## src/shared/cbd_pkg.sv

```systemverilog
package cbd_pkg;
    // command codes
    localparam logic [15:0] CMD_OUTPUT_ON_OFF   = 16'h0000;
    localparam logic [15:0] CMD_CHARGE_V_SET    = 16'h0020;
    localparam logic [15:0] CMD_CHARGE_I_SET    = 16'h0030;
    localparam logic [15:0] CMD_FAULT_FLAGS     = 16'h0040;
    localparam logic [15:0] CMD_AC_V_READ       = 16'h0050;
    localparam logic [15:0] CMD_DC_V_READ       = 16'h0060;
    localparam logic [15:0] CMD_DC_I_READ       = 16'h0061;
    localparam logic [15:0] CMD_TEMP_READ       = 16'h0062;
    localparam logic [15:0] CMD_FAN1_READ       = 16'h0070;
    localparam logic [15:0] CMD_FAN2_READ       = 16'h0071;
    localparam logic [15:0] CMD_MAKER_FIRST     = 16'h0080;
    localparam logic [15:0] CMD_MAKER_LAST      = 16'h0081;
    localparam logic [15:0] CMD_MODEL_FIRST     = 16'h0082;
    localparam logic [15:0] CMD_MODEL_LAST      = 16'h0083;
    localparam logic [15:0] CMD_FW_REVISIONS    = 16'h0084;
    localparam logic [15:0] CMD_FACTORY_LOC     = 16'h0085;
    localparam logic [15:0] CMD_BUILD_DATE      = 16'h0086;
    localparam logic [15:0] CMD_SERIAL_FIRST    = 16'h0087;
    localparam logic [15:0] CMD_SERIAL_LAST     = 16'h0088;
    localparam logic [15:0] CMD_UNIT_MULT       = 16'h00c0;
    localparam logic [15:0] CMD_STATE_WORD      = 16'h00c1;
    localparam logic [15:0] CMD_SETTINGS        = 16'h00c2;
    localparam logic [15:0] CMD_FLOW_DIR        = 16'h0100;
    localparam logic [15:0] CMD_DISCHARGE_V_SET = 16'h0120;
    localparam logic [15:0] CMD_DISCHARGE_I_SET = 16'h0130;
    localparam logic [15:0] CMD_TWO_WAY_SETUP   = 16'h0140;

    // frame identifiers, 29 bits = prefix & unit byte
    localparam logic [20:0] ID_REQ_PREFIX = 21'h000c03;
    localparam logic [20:0] ID_RSP_PREFIX = 21'h000c02;
    localparam logic [7:0]  ID_BROADCAST  = 8'hff;

    // payload lengths in bytes
    localparam logic [3:0] DLC_CMD  = 4'h2;
    localparam logic [3:0] LEN_BYTE = 4'h1;
    localparam logic [3:0] LEN_WORD = 4'h2;
    localparam logic [3:0] LEN_LOC  = 4'h3;
    localparam logic [3:0] LEN_STR  = 4'h6;

    // fault word bit positions
    localparam int FLT_FAN_LOCKED = 0;
    localparam int FLT_OVER_TEMP  = 1;
    localparam int FLT_DC_OV      = 2;
    localparam int FLT_DC_OC      = 3;
    localparam int FLT_SHORT      = 4;
    localparam int FLT_AC_RANGE   = 5;
    localparam int FLT_DC_OFF     = 6;
    localparam int FLT_HIGH_TEMP  = 7;
    localparam int FLT_HV_OV      = 8;

    // multiplier codes and the reported word
    localparam logic [3:0]  SCALE_0P01       = 4'h5;
    localparam logic [3:0]  SCALE_0P1        = 4'h6;
    localparam logic [3:0]  SCALE_1          = 4'h7;
    localparam logic [15:0] UNIT_MULTIPLIERS = {SCALE_1, SCALE_0P1, SCALE_0P01, SCALE_0P01};

    // settings word fields
    localparam int         CFG_NV_OFF_BIT = 10;
    localparam int         CFG_NV_DLY_LSB = 8;
    localparam logic [1:0] NV_DLY_NOW     = 2'b00;
    localparam logic [1:0] NV_DLY_1MIN    = 2'b01;
    localparam logic [1:0] NV_DLY_10MIN   = 2'b10;

    // legal one-byte values
    localparam logic [7:0] OUT_OFF      = 8'h00;
    localparam logic [7:0] OUT_ON       = 8'h01;
    localparam logic [7:0] DIR_AC_TO_DC = 8'h00;
    localparam logic [7:0] DIR_DC_TO_AC = 8'h01;

    // values after reset
    localparam logic [7:0]  RST_BYTE = 8'h00;
    localparam logic [15:0] RST_WORD = 16'h0000;
    localparam logic [23:0] RST_LOC  = 24'h202020;
    localparam logic [47:0] RST_STR  = 48'h202020202020;

    // timing
    localparam int CLK_MHZ        = 25;
    localparam int TICK_US        = 1000;
    localparam int TICK_CYCLES    = TICK_US * CLK_MHZ;
    localparam int NV_DELAY1_MS   = 60000;
    localparam int NV_DELAY10_MS  = 600000;

    // identity defaults, arbitrary values
    localparam logic [47:0] ID_MAKER_FIRST = 48'h4f5254585953;
    localparam logic [47:0] ID_MAKER_LAST  = 48'h202020205950;
    localparam logic [47:0] ID_MODEL_FIRST = 48'h363738395850;
    localparam logic [47:0] ID_MODEL_LAST  = 48'h202020205135;
    localparam logic [47:0] ID_FW_REVS     = 48'hffffffff1a0a;
endpackage

```

## src/shared/cbd_lookup_if.sv

```systemverilog
`timescale 1ns/1ps
interface cbd_lookup_if;
    logic [15:0] code;
    logic        known;
    logic        writable;
    logic        nv_gated;
    logic [3:0]  nbytes;

    modport req  (output code, input known, writable, nv_gated, nbytes);
    modport resp (input code, output known, writable, nv_gated, nbytes);
endinterface

```

## src/core/cbd_cmd_lookup.sv

```systemverilog
`timescale 1ns/1ps
module cbd_cmd_lookup
    import cbd_pkg::*;
(
    // command attributes
    cbd_lookup_if.resp lk
);
    always_comb
    begin
        lk.known    = 1'b1;
        lk.writable = 1'b0;
        lk.nv_gated = 1'b0;
        lk.nbytes   = LEN_WORD;
        if (lk.code == CMD_OUTPUT_ON_OFF || lk.code == CMD_FLOW_DIR)
        begin
            lk.writable = 1'b1;
            lk.nbytes   = LEN_BYTE;
        end
        else if (lk.code == CMD_CHARGE_V_SET || lk.code == CMD_CHARGE_I_SET
                 || lk.code == CMD_DISCHARGE_V_SET || lk.code == CMD_DISCHARGE_I_SET)
        begin
            lk.writable = 1'b1;
            lk.nv_gated = 1'b1;
        end
        else if (lk.code == CMD_SETTINGS || lk.code == CMD_TWO_WAY_SETUP)
            lk.writable = 1'b1;
        else if (lk.code == CMD_FACTORY_LOC)
        begin
            lk.writable = 1'b1;
            lk.nbytes   = LEN_LOC;
        end
        else if (lk.code == CMD_BUILD_DATE || lk.code == CMD_SERIAL_FIRST
                 || lk.code == CMD_SERIAL_LAST)
        begin
            lk.writable = 1'b1;
            lk.nbytes   = LEN_STR;
        end
        else if (lk.code == CMD_MAKER_FIRST || lk.code == CMD_MAKER_LAST
                 || lk.code == CMD_MODEL_FIRST || lk.code == CMD_MODEL_LAST
                 || lk.code == CMD_FW_REVISIONS)
            lk.nbytes = LEN_STR;
        else if (lk.code == CMD_FAULT_FLAGS || lk.code == CMD_AC_V_READ
                 || lk.code == CMD_DC_V_READ || lk.code == CMD_DC_I_READ
                 || lk.code == CMD_TEMP_READ || lk.code == CMD_FAN1_READ
                 || lk.code == CMD_FAN2_READ || lk.code == CMD_UNIT_MULT
                 || lk.code == CMD_STATE_WORD)
            lk.nbytes = LEN_WORD;
        else
            lk.known = 1'b0;
    end
endmodule

```

## src/core/cbd_decoder.sv

```systemverilog
`timescale 1ns/1ps
// Operation
// - physical value is raw bus integer times the command's multiplier
// - same multiplier for writing and reading; controller pre-scales writes
// - multipliers may differ per command; reported by command 0x00c0
// - fault bit 0 fan locked, bit 1 over-temperature
// - fault bit 2 dc over-voltage, bit 3 dc over-current
// - fault bit 4 short circuit, bit 5 ac out of range
// - fault bit 6 dc output off, bit 7 high-temperature alarm
// - fault high byte bit 0 hv-side over-voltage, rest zero
// - maker name as two six-byte ascii reads, space padded
// - model name as two six-byte ascii reads, space padded
// - revision reply one byte per processor, 0xff means not fitted
// - direction byte read/write: 00 ac-to-dc, 01 dc-to-ac
// - only the four setpoints honour nv disable and store delay
// - requests on 0x000c03 plus unit or ff; replies on 0x000c02 plus unit
// - no reply to an accepted write; only reads answered
// - all frames use the 29-bit extended identifier
// - bus runs at 250 kbit/s
module cbd_decoder
    import cbd_pkg::*;
#(
    parameter int          TICK_LEN     = TICK_CYCLES,
    parameter int          NV_1MIN_MS   = NV_DELAY1_MS,
    parameter int          NV_10MIN_MS  = NV_DELAY10_MS,
    parameter logic [47:0] MAKER_FIRST  = ID_MAKER_FIRST,
    parameter logic [47:0] MAKER_LAST   = ID_MAKER_LAST,
    parameter logic [47:0] MODEL_FIRST  = ID_MODEL_FIRST,
    parameter logic [47:0] MODEL_LAST   = ID_MODEL_LAST,
    parameter logic [47:0] FW_REVS      = ID_FW_REVS
)
(
    // clock and reset
    input  wire logic        sys_clk,
    input  wire logic        rst,
    // unit number from the address switches
    input  wire logic [5:0]  unit_addr,
    // received frame; the bus controller owns the bit rate
    input  wire logic        rx_valid,
    input  wire logic        rx_ext,
    input  wire logic [28:0] rx_id,
    input  wire logic [3:0]  rx_dlc,
    input  wire logic [63:0] rx_data,
    // reply frame to the bus controller
    output logic             tx_valid,
    input  wire logic        tx_ready,
    output logic             tx_ext,
    output logic [28:0]      tx_id,
    output logic [3:0]       tx_dlc,
    output logic [63:0]      tx_data,
    // protection conditions from the power stage
    input  wire logic        fan_locked,
    input  wire logic        over_temp,
    input  wire logic        dc_overvoltage_flag,
    input  wire logic        dc_overcurrent_flag,
    input  wire logic        short_circuit,
    input  wire logic        ac_range_fault_flag,
    input  wire logic        dc_output_off_flag,
    input  wire logic        high_temperature_alarm,
    input  wire logic        hv_side_overvoltage_flag,
    // measurements and state from the power stage
    input  wire logic [15:0] ac_voltage_in,
    input  wire logic [15:0] dc_voltage_in,
    input  wire logic [15:0] dc_current_in,
    input  wire logic [15:0] ambient_temp_in,
    input  wire logic [15:0] fan1_speed_in,
    input  wire logic [15:0] fan2_speed_in,
    input  wire logic [15:0] system_state_in,
    // stored parameters toward the power stage
    output logic [7:0]       output_on_off,
    output logic [15:0]      charge_voltage_setpoint,
    output logic [15:0]      charge_current_setpoint,
    output logic [15:0]      discharge_voltage_setpoint,
    output logic [15:0]      discharge_current_setpoint,
    output logic [7:0]       power_flow_direction,
    output logic [15:0]      system_settings,
    output logic [15:0]      two_way_mode_setup,
    output logic [23:0]      factory_location,
    output logic [47:0]      build_date,
    output logic [47:0]      serial_number_first,
    output logic [47:0]      serial_number_last,
    // one-cycle request to commit parameters to non-volatile storage
    output logic             nv_save
);
    import cbd_pkg::*;

    cbd_lookup_if lk ();

    logic [15:0] fault_flags;
    logic [15:0] ac_voltage_reading;
    logic [15:0] dc_voltage_reading;
    logic [15:0] dc_current_reading;
    logic [15:0] ambient_temp_reading;
    logic [15:0] fan1_speed_reading;
    logic [15:0] fan2_speed_reading;
    logic [15:0] system_state_word;
    logic        addressed;
    logic        is_read;
    logic        is_write;
    logic        wr_fire;
    logic        rd_fire;
    logic [47:0] wr_value;
    logic [47:0] rd_value;
    logic [14:0] tick_cnt;
    logic        tick;
    logic        nv_pending;
    logic [19:0] nv_ms;
    logic [19:0] nv_limit;

    // zero every byte above the command's length
    function automatic logic [47:0] keep_bytes(input logic [47:0] v, input logic [3:0] n);
        logic [47:0] m;
        m = '0;
        for (int i = 0; i < 6; i++)
            if (4'(i) < n)
                m[i*8 +: 8] = 8'hff;
        return v & m;
    endfunction

    cbd_cmd_lookup u_lookup (
        .lk (lk)
    );

    // command code travels low byte first
    assign lk.code = rx_data[15:0];

    assign addressed = rx_valid && rx_ext
                       && rx_id[28:8] == ID_REQ_PREFIX
                       && (rx_id[7:0] == {2'b00, unit_addr} || rx_id[7:0] == ID_BROADCAST);
    assign is_read   = rx_dlc == DLC_CMD;
    assign is_write  = rx_dlc == DLC_CMD + lk.nbytes;
    // unknown codes and read-only targets fall out here
    assign wr_fire   = addressed && lk.known && lk.writable && is_write;
    assign rd_fire   = addressed && lk.known && is_read && !tx_valid;
    assign wr_value  = keep_bytes(rx_data[63:16], lk.nbytes);

    // readings captured every cycle so a reply is one coherent snapshot;
    // no reset needed, each cycle overwrites them and reads wait for release
    always_ff @(posedge sys_clk)
    begin
        fault_flags                 <= RST_WORD;
        fault_flags[FLT_FAN_LOCKED] <= fan_locked;
        fault_flags[FLT_OVER_TEMP]  <= over_temp;
        fault_flags[FLT_DC_OV]      <= dc_overvoltage_flag;
        fault_flags[FLT_DC_OC]      <= dc_overcurrent_flag;
        fault_flags[FLT_SHORT]      <= short_circuit;
        fault_flags[FLT_AC_RANGE]   <= ac_range_fault_flag;
        fault_flags[FLT_DC_OFF]     <= dc_output_off_flag;
        fault_flags[FLT_HIGH_TEMP]  <= high_temperature_alarm;
        fault_flags[FLT_HV_OV]      <= hv_side_overvoltage_flag;
        ac_voltage_reading          <= ac_voltage_in;
        dc_voltage_reading          <= dc_voltage_in;
        dc_current_reading          <= dc_current_in;
        ambient_temp_reading        <= ambient_temp_in;
        fan1_speed_reading          <= fan1_speed_in;
        fan2_speed_reading          <= fan2_speed_in;
        system_state_word           <= system_state_in;
    end

    // control parameters; raw integers kept as sent, scaling is the controller's
    always_ff @(posedge sys_clk)
    begin
        if (rst)
        begin
            output_on_off              <= RST_BYTE;
            charge_voltage_setpoint    <= RST_WORD;
            charge_current_setpoint    <= RST_WORD;
            discharge_voltage_setpoint <= RST_WORD;
            discharge_current_setpoint <= RST_WORD;
            power_flow_direction       <= RST_BYTE;
            system_settings            <= RST_WORD;
            two_way_mode_setup         <= RST_WORD;
        end
        else if (wr_fire)
        begin
            // illegal one-byte values are dropped rather than stored
            if (lk.code == CMD_OUTPUT_ON_OFF)
            begin
                if (wr_value[7:0] == OUT_ON || wr_value[7:0] == OUT_OFF)
                    output_on_off <= wr_value[7:0];
            end
            else if (lk.code == CMD_FLOW_DIR)
            begin
                if (wr_value[7:0] == DIR_AC_TO_DC || wr_value[7:0] == DIR_DC_TO_AC)
                    power_flow_direction <= wr_value[7:0];
            end
            else if (lk.code == CMD_CHARGE_V_SET)
                charge_voltage_setpoint <= wr_value[15:0];
            else if (lk.code == CMD_CHARGE_I_SET)
                charge_current_setpoint <= wr_value[15:0];
            else if (lk.code == CMD_DISCHARGE_V_SET)
                discharge_voltage_setpoint <= wr_value[15:0];
            else if (lk.code == CMD_DISCHARGE_I_SET)
                discharge_current_setpoint <= wr_value[15:0];
            else if (lk.code == CMD_SETTINGS)
                system_settings <= wr_value[15:0];
            else if (lk.code == CMD_TWO_WAY_SETUP)
                two_way_mode_setup <= wr_value[15:0];
        end
    end

    // factory fields, rewritable
    always_ff @(posedge sys_clk)
    begin
        if (rst)
        begin
            factory_location    <= RST_LOC;
            build_date          <= RST_STR;
            serial_number_first <= RST_STR;
            serial_number_last  <= RST_STR;
        end
        else if (wr_fire)
        begin
            if (lk.code == CMD_FACTORY_LOC)
                factory_location <= wr_value[23:0];
            else if (lk.code == CMD_BUILD_DATE)
                build_date <= wr_value;
            else if (lk.code == CMD_SERIAL_FIRST)
                serial_number_first <= wr_value;
            else if (lk.code == CMD_SERIAL_LAST)
                serial_number_last <= wr_value;
        end
    end

    // read selection
    always_comb
    begin
        rd_value = '0;
        if (lk.code == CMD_OUTPUT_ON_OFF)
            rd_value[7:0] = output_on_off;
        else if (lk.code == CMD_CHARGE_V_SET)
            rd_value[15:0] = charge_voltage_setpoint;
        else if (lk.code == CMD_CHARGE_I_SET)
            rd_value[15:0] = charge_current_setpoint;
        else if (lk.code == CMD_FAULT_FLAGS)
            rd_value[15:0] = fault_flags;
        else if (lk.code == CMD_AC_V_READ)
            rd_value[15:0] = ac_voltage_reading;
        else if (lk.code == CMD_DC_V_READ)
            rd_value[15:0] = dc_voltage_reading;
        else if (lk.code == CMD_DC_I_READ)
            rd_value[15:0] = dc_current_reading;
        else if (lk.code == CMD_TEMP_READ)
            rd_value[15:0] = ambient_temp_reading;
        else if (lk.code == CMD_FAN1_READ)
            rd_value[15:0] = fan1_speed_reading;
        else if (lk.code == CMD_FAN2_READ)
            rd_value[15:0] = fan2_speed_reading;
        else if (lk.code == CMD_MAKER_FIRST)
            rd_value = MAKER_FIRST;
        else if (lk.code == CMD_MAKER_LAST)
            rd_value = MAKER_LAST;
        else if (lk.code == CMD_MODEL_FIRST)
            rd_value = MODEL_FIRST;
        else if (lk.code == CMD_MODEL_LAST)
            rd_value = MODEL_LAST;
        else if (lk.code == CMD_FW_REVISIONS)
            rd_value = FW_REVS;
        else if (lk.code == CMD_FACTORY_LOC)
            rd_value[23:0] = factory_location;
        else if (lk.code == CMD_BUILD_DATE)
            rd_value = build_date;
        else if (lk.code == CMD_SERIAL_FIRST)
            rd_value = serial_number_first;
        else if (lk.code == CMD_SERIAL_LAST)
            rd_value = serial_number_last;
        else if (lk.code == CMD_UNIT_MULT)
            rd_value[15:0] = UNIT_MULTIPLIERS;
        else if (lk.code == CMD_STATE_WORD)
            rd_value[15:0] = system_state_word;
        else if (lk.code == CMD_SETTINGS)
            rd_value[15:0] = system_settings;
        else if (lk.code == CMD_FLOW_DIR)
            rd_value[7:0] = power_flow_direction;
        else if (lk.code == CMD_DISCHARGE_V_SET)
            rd_value[15:0] = discharge_voltage_setpoint;
        else if (lk.code == CMD_DISCHARGE_I_SET)
            rd_value[15:0] = discharge_current_setpoint;
        else if (lk.code == CMD_TWO_WAY_SETUP)
            rd_value[15:0] = two_way_mode_setup;
    end

    // reply frame; reads arriving while one is pending are dropped, no queue
    always_ff @(posedge sys_clk)
    begin
        if (rst)
        begin
            tx_valid <= 1'b0;
            tx_ext   <= 1'b1;
            tx_id    <= '0;
            tx_dlc   <= '0;
            tx_data  <= '0;
        end
        else if (rd_fire)
        begin
            // writes never reach here, so they stay silent
            tx_valid <= 1'b1;
            tx_ext   <= 1'b1;
            tx_id    <= {ID_RSP_PREFIX, 2'b00, unit_addr};
            tx_dlc   <= DLC_CMD + lk.nbytes;
            tx_data  <= {keep_bytes(rd_value, lk.nbytes), lk.code};
        end
        else if (tx_valid && tx_ready)
            tx_valid <= 1'b0;
    end

    // millisecond enable for the store delay
    always_ff @(posedge sys_clk)
    begin
        if (rst || tick_cnt == 15'(TICK_LEN - 1))
            tick_cnt <= '0;
        else
            tick_cnt <= tick_cnt + 15'h0001;
        tick <= !rst && tick_cnt == 15'(TICK_LEN - 1);
    end

    assign nv_limit = system_settings[CFG_NV_DLY_LSB +: 2] == NV_DLY_10MIN
                      ? 20'(NV_10MIN_MS) : 20'(NV_1MIN_MS);

    // setpoints obey the storage settings, other writes commit at once
    always_ff @(posedge sys_clk)
    begin
        if (rst)
        begin
            nv_save    <= 1'b0;
            nv_pending <= 1'b0;
            nv_ms      <= '0;
        end
        else
        begin
            nv_save <= 1'b0;
            if (wr_fire && !lk.nv_gated)
                nv_save <= 1'b1;
            else if (wr_fire && !system_settings[CFG_NV_OFF_BIT])
            begin
                // any fresh change restarts the quiet period
                if (system_settings[CFG_NV_DLY_LSB +: 2] == NV_DLY_1MIN
                    || system_settings[CFG_NV_DLY_LSB +: 2] == NV_DLY_10MIN)
                begin
                    nv_pending <= 1'b1;
                    nv_ms      <= '0;
                end
                else
                    nv_save <= 1'b1;
            end
            else if (nv_pending && system_settings[CFG_NV_OFF_BIT])
                nv_pending <= 1'b0;
            else if (nv_pending && tick)
            begin
                if (nv_ms >= nv_limit - 20'h00001)
                begin
                    nv_save    <= 1'b1;
                    nv_pending <= 1'b0;
                end
                else
                    nv_ms <= nv_ms + 20'h00001;
            end
        end
    end
endmodule

```

## config.mk

```make
export PLATFORM = sky130hd
export DESIGN_NAME = cbd_decoder
export DESIGN_NICKNAME = d
export VERILOG_FILES = /design/src/shared/cbd_pkg.sv /design/src/shared/cbd_lookup_if.sv /design/src/core/cbd_cmd_lookup.sv /design/src/core/cbd_decoder.sv
export SDC_FILE = /design/constraint.sdc
export NUM_CORES = 1
export LEC_CHECK = 0
export BUFFER_PORTS_ARGS = -buffer_cell sky130_fd_sc_hd__buf_2
export CAP_MARGIN = 20
export CELL_PAD_IN_SITES_DETAIL_PLACEMENT = 0
export CELL_PAD_IN_SITES_GLOBAL_PLACEMENT = 1
export CORE_ASPECT_RATIO = 2
export CORE_UTILIZATION = 27
export CTS_BUF_LIST = sky130_fd_sc_hd__clkbuf_16
export CTS_CLUSTER_DIAMETER = 60
export DETAILED_ROUTE_END_ITERATION = 8
export GPL_TIMING_DRIVEN = 0
export HOLD_SLACK_MARGIN = 0.15
export PLACE_DENSITY_LB_ADDON = 0.2
export SKIP_LAST_GASP = 1
export SYNTH_ARGS = -nofsm -noshare
export SYNTH_HDL_FRONTEND = slang
export SYNTH_SLANG_ARGS = --single-unit
```

## constraint.sdc

```tcl
create_clock -name sys_clk -period 4 [get_ports sys_clk]
set_input_delay 0.4 -clock sys_clk [delete_from_list [all_inputs] [get_ports sys_clk]]
set_output_delay 0.4 -clock sys_clk [all_outputs]
set_load 0.005 [all_outputs]
```

==> results of run 1 <==
-- metrics by stage --
| step | TNS (ps) | util, % | std cells |
|---|---|---|---|
| after CTS | -35.9 | 38.0 | 4376 |
| after floorplan | 0 | - | 2486 |
| after global placement | -455990 | 32.9 | 4085 |
| after detailed placement | -398110 | 33.3 | 4108 |
| final | -33.8 | 38.2 | 4385 |
| after global routing | -22.8 | 38.2 | 4382 |
-- what timing repair did --
action                     4_1_cts  5_1_grt
hold buffers                   169        0
hold endpoints to repair       232        0
setup buffers                    6        4
setup endpoints to repair      307      258
gates resized for setup         24       31
pin swaps                        3        2
-- logic make-up (layout without fill, tap and decap cells) --
group                    after synthesis  after routing  share of synthesized area [%]
flip-flops                           515            515                           49.7
AO/OA/AOI/OAI                        590            590                           17.8
multiplexers                          55             55                           2.66
AND/OR/NAND/NOR                     1051           1051                           23.3
adder cells (fa/ha/maj)               13             13                          0.784
other                                  2             24                         0.0362
buffers and inverters                212           1093                           4.52
XOR/XNOR                              29             29                           1.22
-- cell type report --
class                           instances  area share [%]
Clock inverter                         42            1.65
Inverter                               11           0.142
Timing Repair Buffer                  788            17.1
Antenna cell                            3          0.0259
Clock buffer                           52            4.48
Multi-Input combinational cell       1759            33.5
Buffer                                200            3.20
Sequential cell                       515            35.5
Tap cell                             1015            4.37
-- per-layer routing --
layer	track usage, %	vias up	wire, um
li1	-	10410	-
met1	34.5	11296	45100
met2	57.2	1339	63900
met3	6.10	327	9680
met4	23.0	6	10500
met5	0	-	43
-- sequential cells by signal, indices dropped and copies added (netlist names), 20 cells and up --
register,flops
serial_number_first,48
build_date,48
factory_location,24
nv_ms,20
serial_number_last,48
tx_data,64
-- critical path, delay by kind of cell --
kind            cells  cell delay [ps]
simple gates        4             1500
compound gates      4             1890
buf+inv             3              800
-- worst max-delay path by stage --
stage                                                  endpoint  slack (ps)  cells after the start
floorplan           discharge_current_setpoint[10]$_SDFFE_PP0P_         480                     12
global placement                       tx_data[44]$_SDFFE_PP0P_       -2100                     10
detailed placement          serial_number_last[44]$_SDFFE_PP0P_       -1840                     12
CTS                                    tx_data[26]$_SDFFE_PP0P_         -30                     11
global route                serial_number_last[44]$_SDFFE_PP0P_         -10                     13
finish                                 tx_data[30]$_SDFFE_PP0P_         -30                     11
-- power groups by stage --
stage                     Sequential (uW)  Clock (uW)  Combinational [uW]
after floorplan                      5320           0                 164
after global placement               5340           0                 464
after detailed placement             5340           0                 474
after CTS                            5220        5330                 605
after global routing                 5220        5490                 649
final                                5220        5260                 622
-- cells in the final DEF (no fill, tap or decap), drive strengths merged, types with 10 or more instances in the layout --
cell and n:
a21oi 289, a221oi 37, a222oi 22, a22o 12
a22oi 22, a31oi 14, and2 31, and3 19
buf 672, clkbuf 197, clkinv 17, conb 21
dfxtp 515, dlygate4sd3 169, ha 13, inv 20
mux2i 53, nand2 518, nand2b 10, nand3 121
nand4 31, nor2 172, nor2b 22, nor3 52
nor4 20, o211ai 22, o21ai 84, o22ai 18
or3 21, or4 10, xnor2 10, xor2 19
-- cells in the mapped netlist (9+ instances only) --
cell type / count / area [um2]
a21oi_1: 289 / 1450
a221o_1: 9 / 90.1
a221oi_1: 37 / 324
a222oi_1: 22 / 220
a22o_1: 12 / 105
a22oi_1: 22 / 165
a31oi_1: 14 / 87.6
and2_1: 31 / 194
and3_1: 19 / 119
buf_2: 23 / 115
buf_4: 26 / 195
clkbuf_1: 146 / 548
dfxtp_1: 515 / 10300
ha_1: 13 / 163
inv_1: 10 / 37.5
mux2i_1: 53 / 531
nand2_1: 516 / 1940
nand2b_1: 10 / 62.6
nand3_1: 121 / 606
nand4_1: 31 / 194
nor2_1: 171 / 642
nor2b_1: 22 / 138
nor3_1: 46 / 230
nor4_1: 16 / 100
o211ai_1: 22 / 165
o21ai_0: 80 / 400
o22ai_1: 18 / 113
or3_1: 21 / 131
or4_1: 9 / 67.6
xnor2_1: 10 / 87.6
xor2_1: 19 / 166
==> metrics.md, run 1 <==
| Metric | Value |
|---|---|
| Status | `finished with violations` |
| Failing checks | `setup timing` |
| Cell area after layout | `29,000 um2` |
| Total global routing overflow | `0` |
| Initial core utilization | `27.3%` |
| CTS H-tree lvls | `2` |
| Hold Path Stages | `4` |
| Clock Power Share | `47.3%` |
| Routed Antenna Nets | `0` |
| Unrepaired setup endpoints after global routing | `yes` |
| Core footprint | `approximately 76,000 um2` |
| Synthesis-stage register bit count | `a little over 500` |
| Worst-Margin Slew | `approximately 1200 ps` |
| Clk slew on worst S/H paths | `70 ps` |
| # IOs | `609` |
| PortBufs | `584` |
| Worst reg2reg path depth | `11` |
| Number of synthesized flops with an enable pin | `0` |
| NetSw | `2780 uW` |
| Layout cell share with drive strength beyond 1 | `24.4%` |
| Sequential cell area | `~10,000 um2` |
| CTS tree | `built` |
| Seq/Total Area, Yosys | `49.7%` |
| Register share of total power | `47.1%` |
| Crit path arrival time | `approximately 4600 ps` |
| CP startpoint | `rx_data[7]` |
| Worst Setup End Kind | `flop` |
| Initial antenna violation count | `9` |
| HPWL Detailed | `about 100 mm` |
| TritonRoute pass-1 iters | `6` |
| Clk root buf | `clkbuf_16` |
| Row count | `143` |
| Post-synth ARST share | `0%` |
| Cts bufs inserted | `52` |
| Worst vdd ir | `333 uV` |
| First-pass GRT wire length | `178 mm` |
| Main synth FF type | `dfxtp_1` |
| Max FO, Critical Path | `10` |
| Final WL | `around 130 mm` |
| Final Net Count | `3,569` |
| Hold Vio Cnt, Final | `0` |
| Worst path required time | `4560 ps` |
| Worst path slowest cell | `a2111oi_0` |
| Tcrit/Tclk final | `101%` |
| Combinational Power Share | `approximately 5.6%` |
| Minimum clock period | `around 4000 ps` |
| Fin. max-slew vios | `0` |
| Clk_lat worst skew | `~670 ps` |
| DIE AREA | `78,000 um2` |
| Pwr Density | `382 nW/um2` |
| Min Hold Slack | `304 ps` |
| Setup Viol. Count Final | `1` |
| Die Span Y | `about 390 um` |
| Relative slew slack | `18.5%` |
| HP Start | `rx_data[7]` |
| Routed len/inst | `approximately 29 um` |
| Drc violations | `0` |
| Final setup margin | `-33.8 ps` |
| Clock Sinks | `515` |
| CP Cell Sequence | `buf_2, buf_2, or4b_4, or4_4, clkbuf_1, o22ai_1, a21oi_1, a2111oi_0, or3_1, nand3_1, a22o_1` |
| Multi-input combinational cell area | `9710 um2` |
| Placer congestion estimate | `slightly below 1` |
| Post-DP Area | `between 20,000 and 30,000 um2` |
| Sw Share | `25.1%` |
| Register-to-register setup slack | `220 ps` |
| Vias/cell | `5.33` |
| Critical R2R Launch | `system_settings[8]$_SDFFE_PP0P_` |
| Die width | `198 um` |
| Pre-CTS WS | `-1840 ps` |
| WS Path Type | `in2reg` |
| WHS Endpoint | `tx_data[7]$_SDFFE_PP0P_` |
| Synth Warn # | `0` |
| DR iter-0 viols | `1,726` |
| Worst min path class | `in2reg` |
| Mapped Cells | `2,467` |
| Final setup skew | `52.1 ps` |
| Clock tree buffer depth | `3` |
| Area Overhead vs Synth | `39.9%` |
| Cell variety after synth | `81` |
| Max-cap viol count | `0` |
| Post-Syn Area | `approximately 21,000 um2` |
| Leak | `0.0119 uW` |
| Vias in the first global route | `23,238` |
| F_max | `248 MHz` |
| Pin count of the biggest net entering global routing | `17` |
| Final Power | `~11,000 uW` |
| Tot GR Track Use | `roughly a third` |
| Critical Path Max Stage Delay | `940 ps` |
| Via count | `23,378` |
| Pint | `approximately 8300 uW` |
| Startpoint Class | `input pin` |
| Worst r2r dst | `nv_ms[11]$_SDFFE_PP0P_` |
| Filler Cell Count | `7,976` |
| Post-Syn Area per Cell | `8.41 um2` |
| Critical Path Most Common Cell | `buf_2` |
Note: power is estimated with default switching activity, not from simulation.
==> inputs of run 2 (changes only) <==
--- a/config.mk
+++ b/config.mk
@@ -8,3 +8,2 @@
 export BUFFER_PORTS_ARGS = -buffer_cell sky130_fd_sc_hd__buf_2
-export CAP_MARGIN = 20
 export CELL_PAD_IN_SITES_DETAIL_PLACEMENT = 0
==> constraint.sdc (replaced) <==
create_clock -name sys_clk -period 4 [get_ports sys_clk]
set_input_delay 0.2 -clock sys_clk [delete_from_list [all_inputs] [get_ports sys_clk]]
set_output_delay 0.2 -clock sys_clk [all_outputs]
set_load 0.005 [all_outputs]
==> metrics.md, run 2 (synthesis gave the netlist of run 1 again) <==
| Metric | Value |
|---|---|
| Status | `finished with violations` |
| Failing checks | `setup timing` |
| Pwr Density | `380 nW/um2 (-0.69%)` |
| Max FO, Critical Path | `10 (unchanged)` |
| Worst min path class | `in2reg` |
| Worst path required time | `4550 ps (about the same)` |
| Cts bufs inserted | `52 (unchanged)` |
| Die Span Y | `394 um (unchanged)` |
| Clk slew on worst S/H paths | `70 ps (about the same)` |
| Clk root buf | `clkbuf_16` |
| Most common cell after layout, fill and taps aside | `buf_2` |
| F_max | `247 MHz (-0.31%)` |
| PortBufs | `584 (unchanged)` |
| Pre-CTS WS | `-1610 ps (+230 ps)` |
| Layout cell share with drive strength beyond 1 | `23.7% (-0.69 points)` |
| Crit path arrival time | `4600 ps (about the same)` |
| # IOs | `609 (unchanged)` |
| Drc violations | `0 (unchanged)` |
| Final WL | `128 mm (-0.70%)` |
| Vias/cell | `5.30 (-0.54%)` |
| DIE AREA | `78,000 um2 (unchanged)` |
| Relative slew slack | `6.59% (-12 points)` |
| Most frequent cells in the layout | `buf_2 (607), nand2_1 (516), dfxtp_1 (515)` |
| Via count | `23,189 (-0.81%)` |
| Post-route insts no fill | `4,373 (-0.27%)` |
| Worst Setup End Kind | `flop` |
| Minimum clock period | `4050 ps (+12.7 ps)` |
| Clock Sinks | `515 (unchanged)` |
| Leak | `0.0117 uW (-1.4%)` |
| Tot GR Track Use | `32.4% (-0.18 points)` |
| Initial antenna violation count | `4 (-5)` |
| Placer congestion estimate | `0.976 (unchanged)` |
| Worst vdd ir | `313 uV (-6.0%)` |
| Clock tree buffer depth | `3 (unchanged)` |
| Largest register FFs | `64 (unchanged)` |
| Initial core utilization | `27.3% (unchanged)` |
| CTS H-tree lvls | `2 (unchanged)` |
| Clk_lat worst skew | `650 ps (-20 ps)` |
| Area Overhead vs Synth | `38.6%` |
| Vias in the first global route | `23,257 (+0.082%)` |
| Setup Viol. Count Final | `1 (unchanged)` |
| Hold Vio Cnt, Final | `0 (unchanged)` |
| Final Net Count | `3,555 (-0.39%)` |
| Total global routing overflow | `0 (unchanged)` |
| Core footprint | `76,000 um2 (unchanged)` |
| Filler Cell Count | `7,990 (+0.18%)` |
| HPWL Detailed | `100 mm (-0.89%)` |
| Max-cap viol count | `0 (unchanged)` |
| # placed instances | `4,090 (-0.44%)` |
| Fin. max-slew vios | `0 (unchanged)` |
| DR iter-0 viols | `1,852 (+7.3%)` |
| CTS tree | `built` |
| Tcrit/Tclk final | `101% (+0.32 points)` |
| Die width | `198 um (unchanged)` |
| Unrepaired setup endpoints after global routing | `yes` |
| Row count | `143 (unchanged)` |
| Largest register by flop count | `tx_data` |
| Final setup skew | `41.4 ps (-10.7 ps)` |
| Pin count of the biggest net entering global routing | `17 (unchanged)` |
| Startpoint Class | `input pin` |
| TritonRoute pass-1 iters | `5 (-1)` |
| Worst-Margin Slew | `1390 ps (+168 ps)` |
| Final setup margin | `-46.5 ps (-12.7 ps)` |
| First-pass GRT wire length | `177 mm (-0.41%)` |
| WS Path Type | `in2reg` |
| Routed len/inst | `29.3 um (-0.42%)` |
| Routed Antenna Nets | `0 (unchanged)` |
-- run 2: changes by cell type in the layout (fill, tap and decap cells not counted), sizes merged --
cell           before  now
buf               672  654
bufinv              7    5
clkbuf            197  196
clkdlybuf4s15       1    2
clkdlybuf4s18       1    0
clkinv             17   24
clkinvlp            9    6
dlygate4sd3       169  174
-- run 2: path summary, 6_finish.rpt --
check,startpoint,cells past startpoint,end,slack [ps]
worst max-delay path,rx_data[5],12,tx_data[27]$_SDFFE_PP0P_,-50
worst min register to register,tx_data[29]$_SDFFE_PP0P_,2,tx_data[29]$_SDFFE_PP0P_,440
worst max register to register,system_settings[8]$_SDFFE_PP0P_,11,nv_ms[11]$_SDFFE_PP0P_,200
worst min-delay path,fan_locked,2,fault_flags[0]$_DFF_P_,180
-- run 2: area by class of cell --
type                    instances  area [um2]  area share (%)
plain buffers                 201         930            3.23
well taps                    1015        1270            4.41
inverters                      11        41.3           0.144
clock inverters                44         407            1.41
multi-input cells            1759        9720            33.8
flip-flops and latches        515       10300            35.8
diodes                          3        7.51          0.0261
repair buffers                773        4790            16.6
clock buffers                  52        1300            4.52
-- run 2: layer usage --
layer  vias to the layer above  GRT usage (%)  part of all wire [%]
met1                     11135           34.0                    35
met3                       349           5.78                   7.3
met2                      1321           56.5                    49
met5                         -              0                 0.013
li1                      10382              -                     -
met4                         2           24.8                   8.8
-- run 2: critical path, cell delays in order --
cell      delay (ps)
buf_2            200
clkbuf_1         440
nand2_1          530
nor3_1           150
and4_1           230
clkbuf_1         410
nor2_1           720
nand2_1          290
nand4b_1         310
nor4_2           670
o21ai_0          200
a22o_1           220
-- run 2: per-stage QoR --
stage                     hold slack, ps  utilization (%)  power (uW)  instance area, um2  TNS (ps)
final                                177             37.8       10900               28800     -46.5
after global placement               304             32.9        5800               25000   -380510
after floorplan                      228                -        5490               20800         0
after detailed placement             304             33.0        5810               25100   -370620
after global routing                 168             37.8       11200               28800      -421
after CTS                            150             37.7       11000               28700     -21.8
-- run 2: where the power goes --
part	internal, uW	switching, uW
Clock	2730	2360
Sequential	5190	29.1
Combinational	253	362
-- run 2: timing repair --
item	in CTS	in global routing
hold buffers	174	0
gates resized for setup	22	34
setup endpoints to repair	302	100
hold endpoints to repair	266	0
pin swaps	1	2
cloned	0	0
setup buffers	7	3
